`config.mk`:
```
export PLATFORM = sky130hd
export DESIGN_NAME = ssr_ctl
export DESIGN_NICKNAME = d
export VERILOG_FILES = /design/src/rtl/ssr_pkg.sv /design/src/rtl/ssr_interp_delay.sv /design/src/rtl/ssr_ctl.sv
export SDC_FILE = /design/constraint.sdc
export NUM_CORES = 1
export LEC_CHECK = 0
export BUFFER_PORTS_ARGS = -buffer_cell sky130_fd_sc_hd__buf_2
export CAP_MARGIN = 20
export CORE_ASPECT_RATIO = 1.1
export CORE_MARGIN = 3
export CORE_UTILIZATION = 55
export CTS_BUF_LIST = sky130_fd_sc_hd__clkbuf_8
export CTS_CLUSTER_DIAMETER = 30
export DETAILED_ROUTE_END_ITERATION = 7
export PLACE_DENSITY = 0.78
export SLEW_MARGIN = 20
export SYNTH_ARGS = -nofsm -noshare
export SYNTH_HDL_FRONTEND = slang
export SYNTH_HIERARCHICAL = 1
export SYNTH_SLANG_ARGS = --single-unit
```
`constraint.sdc`:
```
create_clock -name core_clk -period 6 [get_ports core_clk]
set_input_delay 1.2 -clock core_clk [delete_from_list [all_inputs] [get_ports core_clk]]
set_output_delay 1.2 -clock core_clk [all_outputs]
set_load 0.02 [all_outputs]
```
`src/rtl/ssr_pkg.sv`:
```
// constants for the timing, range and power control bank
package ssr_pkg;
   // ==========================================
   // register offsets
   localparam logic [7:0] OFS_FILTER = 8'h28;
   localparam logic [7:0] OFS_TIMING = 8'h2B;
   localparam logic [7:0] OFS_RANGE  = 8'h2C;
   localparam logic [7:0] OFS_POWER  = 8'h2D;
   // ==========================================
   // reset values
   localparam logic [7:0] RST_TIMING = 8'h00;
   localparam logic [7:0] RST_RANGE  = 8'h81;
   localparam logic [7:0] RST_POWER  = 8'h01;
   localparam logic [2:0] RST_HPF    = 3'h0;
   // ==========================================
   // field positions
   localparam int BIT_EXTERNAL_CLOCK_SELECT   = 2;
   localparam int BIT_SYNC_HI   = 1;
   localparam int BIT_SYNC_LO   = 0;
   localparam int BIT_HS        = 7;
   localparam int BIT_POL       = 6;
   localparam int BIT_RANGE_HI  = 1;
   localparam int BIT_RANGE_LO  = 0;
   localparam int BIT_RDY_MASK  = 2;
   localparam int BIT_TEMP_OFF  = 1;
   localparam int BIT_STANDBY   = 0;
   localparam int BIT_HPF_HI    = 6;
   localparam int BIT_HPF_LO    = 4;
   // ==========================================
   // sync source codes
   typedef enum logic [1:0] {
      SYNC_INTERNAL = 2'h0,
      SYNC_DIRECT   = 2'h1,
      SYNC_INTERP   = 2'h2,
      SYNC_RESERVED = 2'h3
   } ssr_sync_t;
   // ==========================================
   // interpolation delay in oscillator cycles
   localparam logic [13:0] INTERP_MIN_CYC  = 14'h000E;   // 14
   localparam logic [13:0] INTERP_STEP_CYC = 14'h0333;   // 819
   localparam logic [3:0]  RATE_MAX        = 4'hA;
   localparam logic [13:0] INTERP_MAX_CYC  = 14'h200C;   // 8204
endpackage

```
`src/rtl/ssr_interp_delay.sv`:
```
// interpolation delay timer between a sync pulse and sample ready
`timescale 1ns/1ps
module ssr_interp_delay (
   input  wire logic       core_clk,
   input  wire logic       rstn,
   input  wire logic       start,
   input  wire logic       abort,
   input  wire logic [3:0] rate,
   output logic            done
);
   logic [13:0] cnt_q;
   logic [13:0] target;
   logic [3:0]  rate_c;
   logic        busy_q;

   // delay grows with the rate code, clamped at the top legal code
   always_comb begin
      rate_c = (rate > ssr_pkg::RATE_MAX) ? ssr_pkg::RATE_MAX : rate;
      target = 14'(ssr_pkg::INTERP_MIN_CYC
               + 14'(rate_c * ssr_pkg::INTERP_STEP_CYC));
   end

   always_ff @(posedge core_clk or negedge rstn) begin
      if (!rstn) begin
         busy_q <= 1'b0;
         cnt_q  <= 14'h0000;
         done   <= 1'b0;
      end else begin
         done <= 1'b0;
         if (abort) begin
            busy_q <= 1'b0;
         end else if (start) begin
            busy_q <= 1'b1;
            cnt_q  <= 14'h0001;
         end else if (busy_q) begin
            cnt_q <= cnt_q + 14'h0001;
            if (cnt_q == target - 14'h0001) begin
               busy_q <= 1'b0;
               done   <= 1'b1;
            end
         end
      end
   end

   a_interp_quiet: assert property (@(posedge core_clk) disable iff (!rstn)
      start && !abort |=> !done [*8]) else $error("ready too early");
   // the running count is the helper counter for the long bound
   a_interp_bound: assert property (
      @(posedge core_clk) disable iff (!rstn)
      busy_q |-> cnt_q < ssr_pkg::INTERP_MAX_CYC)
      else $error("ready too late");
endmodule // ssr_interp_delay

```
`src/rtl/ssr_ctl.sv`:
```
// timing, range and power control bank with sample ready logic
// What this block does
// - timing bit 2 picks the external clock over the oscillator, reset 0.
// - sync code 00 times internally; 01 flags ready on each locked sync.
// - sync code 10 flags ready 14 to 8204 cycles after sync; 11 reserved.
// - polarity bit 0 makes both irq pins active low, 1 active high.
// - ready mask bit 1 holds the ready pin at 0.
// - temperature disable bit 1 stops temperature processing.
// - standby also stops temperature processing.
// - standby halts both acceleration and temperature paths.
// - entering standby resets digital functions and fifo pointers.
// - high-pass setting may change during measurement and is taken.
// - power bit 0 is standby when 1, measurement when 0, reset 1.
`timescale 1ns/1ps
module ssr_ctl (
   input  wire logic       core_clk,
   input  wire logic       rstn,
   input  wire logic [7:0] reg_addr,
   input  wire logic [7:0] reg_wdata,
   input  wire logic       reg_wr,
   input  wire logic       reg_rd,
   output logic [7:0]      reg_rdata,
   input  wire logic       sync_source_mode_pin,
   input  wire logic       int_sample_tick,
   input  wire logic [3:0] rate_and_lowpass_setting,
   input  wire logic       irq_event_one,
   input  wire logic       irq_event_two,
   output logic            irq_pin_one,
   output logic            irq_pin_two,
   output logic            ready_output_pin,
   output logic            external_clock_select,
   output logic            two_wire_high_speed_select,
   output logic [1:0]      range_sel,
   output logic [2:0]      hpf_corner,
   output logic            accel_run,
   output logic            temp_run,
   output logic            digital_reset,
   output logic            fifo_ptr_clear
);
   // ==========================================
   // registers
   logic [7:0] timing_q;
   logic [7:0] range_q;
   logic [7:0] power_q;
   logic       wr_timing, wr_range, wr_power, wr_filter;
   logic       standby_q_d1;

   // config writes rely on the host being in standby
   assign wr_timing = reg_wr && (reg_addr == ssr_pkg::OFS_TIMING);
   assign wr_range  = reg_wr && (reg_addr == ssr_pkg::OFS_RANGE);
   assign wr_power  = reg_wr && (reg_addr == ssr_pkg::OFS_POWER);
   assign wr_filter = reg_wr && (reg_addr == ssr_pkg::OFS_FILTER);

   always_ff @(posedge core_clk or negedge rstn) begin
      if (!rstn) begin
         timing_q <= ssr_pkg::RST_TIMING;
      end else if (wr_timing) begin
         timing_q <= {5'h00, reg_wdata[ssr_pkg::BIT_EXTERNAL_CLOCK_SELECT:0]};
      end
   end

   always_ff @(posedge core_clk or negedge rstn) begin
      if (!rstn) begin
         range_q <= ssr_pkg::RST_RANGE;
      end else if (wr_range) begin
         range_q <= {reg_wdata[ssr_pkg::BIT_HS], reg_wdata[ssr_pkg::BIT_POL],
                     4'h0, reg_wdata[ssr_pkg::BIT_RANGE_HI:0]};
      end
   end

   always_ff @(posedge core_clk or negedge rstn) begin
      if (!rstn) begin
         power_q <= ssr_pkg::RST_POWER;
      end else if (wr_power) begin
         power_q <= {5'h00, reg_wdata[ssr_pkg::BIT_RDY_MASK:0]};
      end
   end

   // high-pass corner accepted in any power state
   always_ff @(posedge core_clk or negedge rstn) begin
      if (!rstn) begin
         hpf_corner <= ssr_pkg::RST_HPF;
      end else if (wr_filter) begin
         hpf_corner <= reg_wdata[ssr_pkg::BIT_HPF_HI:ssr_pkg::BIT_HPF_LO];
      end
   end

   always_ff @(posedge core_clk or negedge rstn) begin
      if (!rstn) begin
         reg_rdata <= 8'h00;
      end else if (reg_rd) begin
         unique case (reg_addr)
            ssr_pkg::OFS_TIMING: reg_rdata <= timing_q;
            ssr_pkg::OFS_RANGE:  reg_rdata <= range_q;
            ssr_pkg::OFS_POWER:  reg_rdata <= power_q;
            ssr_pkg::OFS_FILTER: reg_rdata <= {1'b0, hpf_corner, 4'h0};
            default:             reg_rdata <= 8'h00;
         endcase
      end
   end

   // ==========================================
   // decoded controls
   logic            standby;
   logic            ready_mask;
   logic            pol_high;
   ssr_pkg::ssr_sync_t sync_mode;

   assign standby    = power_q[ssr_pkg::BIT_STANDBY];
   assign ready_mask = power_q[ssr_pkg::BIT_RDY_MASK];
   assign pol_high   = range_q[ssr_pkg::BIT_POL];
   assign sync_mode  = ssr_pkg::ssr_sync_t'(
                       timing_q[ssr_pkg::BIT_SYNC_HI:ssr_pkg::BIT_SYNC_LO]);

   always_ff @(posedge core_clk or negedge rstn) begin
      if (!rstn) begin
         external_clock_select      <= 1'b0;
         two_wire_high_speed_select <= ssr_pkg::RST_RANGE[ssr_pkg::BIT_HS];
         range_sel                  <= ssr_pkg::RST_RANGE[
                                       ssr_pkg::BIT_RANGE_HI:
                                       ssr_pkg::BIT_RANGE_LO];
         accel_run                  <= 1'b0;
         temp_run                   <= 1'b0;
      end else begin
         external_clock_select      <= timing_q[ssr_pkg::BIT_EXTERNAL_CLOCK_SELECT];
         two_wire_high_speed_select <= range_q[ssr_pkg::BIT_HS];
         range_sel  <= range_q[ssr_pkg::BIT_RANGE_HI:ssr_pkg::BIT_RANGE_LO];
         accel_run  <= !standby;
         temp_run   <= !standby && !power_q[ssr_pkg::BIT_TEMP_OFF];
      end
   end

   // ==========================================
   // standby entry reset
   always_ff @(posedge core_clk or negedge rstn) begin
      if (!rstn) begin
         standby_q_d1   <= 1'b1;
         digital_reset  <= 1'b0;
         fifo_ptr_clear <= 1'b0;
      end else begin
         standby_q_d1   <= standby;
         digital_reset  <= standby && !standby_q_d1;
         fifo_ptr_clear <= standby && !standby_q_d1;
      end
   end

   // ==========================================
   // external sync pin
   logic sync_s1_q, sync_s2_q, sync_s3_q, sync_lvl_q, sync_edge;

   always_ff @(posedge core_clk or negedge rstn) begin
      if (!rstn) begin
         sync_s1_q  <= 1'b0;
         sync_s2_q  <= 1'b0;
         sync_s3_q  <= 1'b0;
         sync_lvl_q <= 1'b0;
      end else begin
         sync_s1_q <= sync_source_mode_pin;
         sync_s2_q <= sync_s1_q;
         sync_s3_q <= sync_s2_q;
         if (sync_s2_q == sync_s3_q) begin
            sync_lvl_q <= sync_s3_q;
         end
      end
   end
   assign sync_edge = (sync_s2_q == sync_s3_q) && sync_s3_q && !sync_lvl_q;

   // ==========================================
   // sample ready generation
   logic locked_q, ready_q, interp_done, interp_abort;

   assign interp_abort = standby || (sync_mode != ssr_pkg::SYNC_INTERP);

   ssr_interp_delay u_delay (
      .core_clk (core_clk),
      .rstn     (rstn),
      .start    (sync_edge && sync_mode == ssr_pkg::SYNC_INTERP),
      .abort    (interp_abort),
      .rate     (rate_and_lowpass_setting),
      .done     (interp_done)
   );

   always_ff @(posedge core_clk or negedge rstn) begin
      if (!rstn) begin
         locked_q <= 1'b0;
      end else if (standby || sync_mode != ssr_pkg::SYNC_DIRECT) begin
         locked_q <= 1'b0;
      end else if (sync_edge) begin
         locked_q <= 1'b1;
      end
   end

   always_ff @(posedge core_clk or negedge rstn) begin
      if (!rstn) begin
         ready_q <= 1'b0;
      end else if (standby) begin
         ready_q <= 1'b0;
      end else begin
         unique case (sync_mode)
            ssr_pkg::SYNC_INTERNAL: ready_q <= int_sample_tick;
            ssr_pkg::SYNC_DIRECT:   ready_q <= sync_edge && locked_q;
            ssr_pkg::SYNC_INTERP:   ready_q <= interp_done;
            ssr_pkg::SYNC_RESERVED: ready_q <= 1'b0;
         endcase
      end
   end

   always_ff @(posedge core_clk or negedge rstn) begin
      if (!rstn) begin
         ready_output_pin <= 1'b0;
         irq_pin_one      <= 1'b1;
         irq_pin_two      <= 1'b1;
      end else begin
         ready_output_pin <= ready_q && !ready_mask;
         irq_pin_one      <= pol_high ? irq_event_one : !irq_event_one;
         irq_pin_two      <= pol_high ? irq_event_two : !irq_event_two;
      end
   end

   // ==========================================
   // checks
   a_ready_masked: assert property (
      @(posedge core_clk) disable iff (!rstn)
      ready_mask |=> !ready_output_pin) else $error("ready not masked");
   a_temp_halted: assert property (
      @(posedge core_clk) disable iff (!rstn)
      (power_q[ssr_pkg::BIT_TEMP_OFF] || standby) |=> !temp_run)
      else $error("temperature still running");
   a_accel_halted: assert property (
      @(posedge core_clk) disable iff (!rstn)
      standby |=> !accel_run && !ready_output_pin)
      else $error("accel path running in standby");
   a_standby_reset: assert property (
      @(posedge core_clk) disable iff (!rstn)
      $rose(standby) |=> digital_reset && fifo_ptr_clear)
      else $error("no reset on standby entry");
   a_irq_polarity: assert property (
      @(posedge core_clk) disable iff (!rstn)
      !pol_high && irq_event_one |=> !irq_pin_one)
      else $error("irq one wrong polarity");
   a_sync_direct: assert property (
      @(posedge core_clk) disable iff (!rstn)
      !standby && sync_mode == ssr_pkg::SYNC_DIRECT && locked_q && sync_edge
      && !ready_mask ##1 !standby && !ready_mask |=> ready_output_pin)
      else $error("sync pulse missed");
   a_sync_reserved: assert property (
      @(posedge core_clk) disable iff (!rstn)
      sync_mode == ssr_pkg::SYNC_RESERVED |=> !ready_q)
      else $error("ready in reserved mode");
   a_range_follow: assert property (
      @(posedge core_clk) disable iff (!rstn)
      wr_range ##2 !wr_range |-> range_sel ==
      $past(reg_wdata[ssr_pkg::BIT_RANGE_HI:ssr_pkg::BIT_RANGE_LO], 2)
      && two_wire_high_speed_select == $past(reg_wdata[ssr_pkg::BIT_HS], 2))
      else $error("range write not applied");
endmodule // ssr_ctl

```
# Word-level counts from Yosys, hierarchy flattened
# Index checks and enable logic that the tools add are counted.
[word_totals] reg_bits=54 inputBits=28 output_inout_bits=22 elab_cells=83
[classes] addsub=3 multipliers=1 magnitude_cmp=1 eq_ne=11 muxes=18 n_bitwise=1 reduce_logical=24
[op_table] cell="$eq A8 B6 Y1 const B" n=4
[op_table] cell="$pmux W8 S4" n=1
[op_table] cell="$mux W14" n=2
[op_table] cell="$add A14 B1 Y14 const B" n=1
[op_table] cell="$add A4 B14 Y14 const A" n=1
[op_table] cell="$eq A14 B14 Y1" n=1
[op_table] cell="$mul A4 B10 Y14 const B" n=1
[op_table] cell="$sub A14 B1 Y14 const B" n=1
[op_table] cell="$mux W1" n=13
[op_table] cell="$logic_and A1 B1 Y1" n=11
[op_table] cell="$logic_not A1 Y1" n=7
[op_table] cell="$eq A2 B2 Y1 const B" n=2
[op_table] cell="$gt A4 B4 Y1 const B" n=1
[op_table] cell="$mux W4" n=1
[op_table] cell="$pmux W1 S4" n=1
[op_table] cell="$reduce_bool A2 Y1" n=2
[op_table] cell="$eq A2 B1 Y1 const B" n=1
[op_table] cell="$logic_not A2 Y1" n=1
[op_table] cell="$logic_or A1 B1 Y1" n=2
[op_table] cell="$ne A2 B1 Y1 const B" n=1
[op_table] cell="$ne A2 B2 Y1 const B" n=1
[op_table] cell="$reduce_and A2 Y1" n=1
[op_table] cell="$eq A1 B1 Y1" n=1
[op_table] cell="$not A1 Y1" n=1

# Longest topological paths before layout
[depth] depth_word=10 depth_mapped=14 ltp_nobuf=14

# By module
# Netlist, hierarchy kept.
[modules_own_cells] mod="ssr_interp_delay" instances=1 cells_each=186 area_each_um2=1706.6
[modules_own_cells] mod="ssr_ctl" instances=1 cells_each=111 area_each_um2=1571.5

# Least setup slack after synthesis
# No wires, ideal clock.
[synth_path] kind="input port to flip-flop" from="input port rate_and_lowpass_setting[2]" to="register u_delay.done" arrival_ps=3829 slack_ps=2103 cell_stages=13 n_path_buf=1 cell_sequence="o21ai_0 and2_1 clkbuf_1 ha_1 or2_2 ha_1 ha_1 xor2_1 a211o_1 a21oi_1 o2111ai_2 nor4_2 and4_1"
[synth_via] elab_chain_cells=10
[synth_lines] item="start, declared" line_no="ssr_ctl.sv:25" text="input wire logic [3:0] rate_and_lowpass_setting,"
[synth_lines] item="$gt A4 B4 Y1" line_no="ssr_interp_delay.sv:18" text="rate_c = (rate > ssr_pkg::RATE_MAX) ? ssr_pkg::RATE_MAX : rate;"
[synth_lines] item="$mux W4 *" line_no="ssr_interp_delay.sv:18"
[synth_lines] item="$mul A4 B10 Y14 *" line_no="ssr_interp_delay.sv:20" text="+ 14'(rate_c * ssr_pkg::INTERP_STEP_CYC));"
[synth_lines] item="$add A4 B14 Y14 *" line_no="ssr_interp_delay.sv:20"
[synth_lines] item="$sub A14 B1 Y14 *" line_no="ssr_interp_delay.sv:37" text="if (cnt_q == target - 14'h0001) begin"
[synth_lines] item="$eq A14 B14 Y1 *" line_no="ssr_interp_delay.sv:37"
[synth_lines] item="$mux W1 *" line_no="ssr_interp_delay.sv:37"
[synth_lines] item="$mux W1 *" line_no="ssr_interp_delay.sv:35" text="end else if (busy_q) begin"
[synth_lines] item="$mux W1 *" line_no="ssr_interp_delay.sv:32" text="end else if (start) begin"
[synth_lines] item="$mux W1 *" line_no="ssr_interp_delay.sv:30" text="if (abort) begin"
[synth_lines] item="end signal, assigned" line_no="ssr_interp_delay.sv:27" text="done <= 1'b0;"
[synth_lines] item="end signal, assigned" line_no="ssr_interp_delay.sv:29" text="done <= 1'b0;"
[synth_lines] item="end signal, assigned" line_no="ssr_interp_delay.sv:39" text="done <= 1'b1;"
[synth_lines] item="end, declared" line_no="ssr_interp_delay.sv:9" text="output logic done"
# Mark *: on every way between the ends. The rest lies on a longest branch, timed or not.
# A chain may end at the register's enable or synchronous reset.

# Final worst setup path
[layout_path] from="input port rate_and_lowpass_setting[3]" to="register u_delay.done"
# Same word-level chain as after synthesis.

==> qor.csv <==
stage,metric,value,unit
status,status,completed,
worst_setup_path,worst_path_max_delay_cell,ha_1,
job,drv_cap,0,
worst_setup_path,worstPathArrival,4.23,ns
cts,cts_buffer_depth,2,
place,pre_cts_ws,1.76,ns
worst_setup_path,path_max_fanout,7,
timing,finalSetupViolations,0,
timing,rsz0062_at_grt,no,
global_route,grt_start_max_net_pins,54,
timing,finalHoldViolCount,0,
die,die-area,6920,um2
global_route,antenna_found_initial,0,
timing,max_freq,251,MHz
synth,synthDistinctLibCells,67,
power_and_ir_drop,internal_power,531,uW
worst_hold_path,hp-class,reg2reg,
cts,cts_resized,0,
drt,detail_route.first_pass.iterations,4,
cts,cts_hold_buf,0,
timing,period_needed,3.99,ns
die,coreArea,5570,um2
cells_and_area,utilization,65.4,%
cts,cts_buffers,5,
synth,synth.top_cell.area_share,34.4,%
drt,wire_per_inst,15.5,um
timing,timing.setup.tns,0,ns
drt,routed_wl,6.47,mm
synth,synth_top_cell_by_area,dfrtp_1,
synth,synth_flop_cell,dfrtp_1,
power_and_ir_drop,peakVddDrop,0.000115,V
power_and_ir_drop,p_leak,0.00189,uW
drt,drt_iter0_drc,138,
die,die_y,87.0,um
cts,path_clk_slew,0.09,ns
die,initial_core_util,58.8,%
timing,skew,0.00320,ns
timing,slew_viol_final,0,
global_route,grt-ovfl-total,0,
cts,cts_max_level,2,
worst_setup_path,cp.required,6.24,ns
power_and_ir_drop,p_sw,229,uW
worst_setup_path,critPathMaxStageDelay,0.39,ns
synth,ys_seq_elements,53,
power_and_ir_drop,pwr-share-seq,49.7,%
power_and_ir_drop,comb_power_share,24.6,%
synth,syn_area,3280,um2
worst_setup_path,cpLargestDelayFamily,adder cells,
place,hpwl,5.00,mm
global_route,grt.total_usage,19.7,%
die,io_pins,50,
synth,synth_nets,353,
worst_setup_path,worst-path-buf-inv,3,
drt,ant_nets,0,
synth,synth_edf_count,0,
worst_setup_path,crit_path_start_kind,input pin,
timing,min_period_over_period,66.5,%
die,die_w,79.6,um
cells_and_area,diodes,0,
worst_setup_path,worstPathCellList,"buf_2, inv_1, nand2_1, inv_1, ha_1, ha_1, or2_2, ha_1, ha_1, a21o_1, a21oi_2, a311oi_1, a41o_1, nor4_2, and4_1",
worst_setup_path,end_kind,flop,
synth,synth.avg_cell_area,11.0,um2
synth,async_reset_ff_share,100,%
global_route,grt_pass1_wl,10.9,mm
place,place_congestion,0.849,
drt,vias,2407,
synth,synthCells,297,
timing,max_slew.worst_pin.slew,0.789,ns
global_route,grt_pass1_vias,2429,
synth,yosysWarningCount,6,
cts,clkLatencyLatePin,0.30,ns
worst_setup_path,critical_path_class,in2reg,
power_and_ir_drop,power.density,209,nW/um2
synth,yosysSeqAreaShare,40.8,%
cts,cts_tree,built,
timing,slew_headroom,46.7,%
place,port_buffers,47,
cts,clock_tree.root_cell,clkbuf_8,
cells_and_area,drive_above_1_share,28.9,%
timing,worst_slack,2.01,ns
cells_and_area,fin_nets,398,
power_and_ir_drop,clkPwrFrac,25.8,%
cells_and_area,n_fill_cell,437,
cts,clock-sinks,53,
cts,post_cts_buffers,0,
die,fp-row-count,28,
cells_and_area,syn_to_final_growth,11.2,%
synth,synth_top_cells_by_area,"dfrtp_1 34%, ha_1 11%, dfstp_2 6.4%, mux2_2 5.5%, xor2_1 5.1%",
drt,via_per_inst,5.76,
drt,drc,0,
worst_setup_path,path_common_cell,ha_1,
power_and_ir_drop,p_sw_share,30.1,%
-- layer usage --
metal	wire [um]	up-vias	GRT usage [%]
met5	0	-	0
met4	68	0	6.25
met3	226	10	3.83
met2	3330	49	33.3
met1	2840	1182	25.4
li1	-	1166	-
-- final timing paths --
kind                                                  start                            end  slack (ns)  depth (start not counted)
worst max-delay path            rate_and_lowpass_setting[3]         u_delay/done$_DFF_PN0_        2.01                         15
worst min-delay path                    sync_s1_q$_DFF_PN0_            sync_s2_q$_DFF_PN0_        0.36                          0
worst max register to register          sync_s3_q$_DFF_PN0_  u_delay/cnt_q[13]$_DFFE_PN0P_        3.35                          8
worst min register to register          sync_s1_q$_DFF_PN0_            sync_s2_q$_DFF_PN0_        0.36                          0
max in group asynchronous                              rstn       reg_rdata[5]$_DFFE_PN0P_        4.59                          2
min in group asynchronous                              rstn     ready_output_pin$_DFF_PN0_        0.99                          2
-- power groups by stage --
stage	Clock, uW	Sequential, uW	Combinational, uW
final	196	377	187
after global routing	217	379	206
after detailed placement	0	385	184
after CTS	201	378	187
after floorplan	0	390	132
after global placement	0	384	179
-- cells in the mapped netlist, types with 3 or more instances --
| master | number |
|---|---|
| clkbuf_1 | 5 |
| mux2_2 | 16 |
| a21o_1 | 4 |
| ha_1 | 28 |
| nor2b_1 | 4 |
| o41ai_1 | 3 |
| inv_1 | 10 |
| and3b_1 | 3 |
| nor2_1 | 19 |
| xnor2_1 | 11 |
| dfrtp_1 | 45 |
| a31oi_1 | 3 |
| dfstp_2 | 8 |
| a211o_1 | 4 |
| xor2_1 | 19 |
| nand3_1 | 9 |
| or2_2 | 3 |
| and3_1 | 4 |
| o21ai_0 | 5 |
| o2bb2ai_1 | 3 |
| buf_4 | 3 |
| a21oi_1 | 11 |
| nand4_1 | 6 |
| nand2_1 | 15 |
-- sequential cells by signal, indices dropped and copies added, names as in the netlist, 2 cells and up --
| signal | flops |
|---|---|
| reg_rdata | 7 |
| timing_q | 3 |
| hpf_corner | 3 |
| range_sel | 2 |
| u_delay/cnt_q | 14 |
| power_q | 3 |
| range_q | 4 |
-- worst reg2reg max path, delay by kind of cell (launching register included) --
family	cells	cell delay [ns]
adders and majority gates	1	0.19
and+or+nand+nor	5	1.48
AOI/OAI and AO/OA	1	0.33
xor gates and xnor gates	1	0.15
DFF	1	0.37
-- cell usage in the layout (no fill, tap or decap), types with 3 or more instances in the layout --
cell type  count
buf_2         47
dfrtp_1       45
ha_1          28
nor2_1        19
xor2_1        19
mux2_2        16
nand2_1       15
inv_1         11
xnor2_1       11
a21oi_1       11
nand3_1        9
dfstp_2        8
nand4_1        6
o21ai_0        5
clkbuf_8       5
nor2b_1        4
a21o_1         4
a211o_1        4
and3_1         4
and3b_1        3
o2bb2ai_1      3
o41ai_1        3
or2_2          3
a31oi_1        3
-- logic make-up after synthesis --
| kind of cell | after synthesis | synth area share [%] |
|---|---|---|
| simple gates | 87 | 16.7 |
| compound gates | 59 | 14.0 |
| buf+inv | 20 | 2.90 |
| fa+ha+maj | 28 | 10.7 |
| xor+xnor | 31 | 8.70 |
| other cells | 1 | 0.114 |
| flops | 53 | 40.8 |
| mux | 18 | 6.11 |
-- stage by stage --
step	hold slack [ns]	total power [uW]	area, um2	cells
2_1_floorplan	0.331	522	3280	297
3_3_place_gp	0.334	563	3560	410
3_5_place_dp	0.336	569	3560	410
4_1_cts	0.355	765	3640	418
5_1_grt	0.380	803	3640	418
6_report	0.357	760	3640	418
-- cell type report --
| type | count | area (um2) | area share, % |
|---|---|---|---|
| clock buffer | 5 | 68.8 | 1.89 |
| clock inverter | 3 | 18.8 | 0.515 |
| inverter | 10 | 37.5 | 1.03 |
| multi-input combinational | 224 | 1850 | 50.7 |
| sequential | 53 | 1340 | 36.7 |
| tap | 75 | 93.8 | 2.57 |
| timing repair buffer | 48 | 243 | 6.66 |
Note: power is estimated with default switching activity, not from simulation.
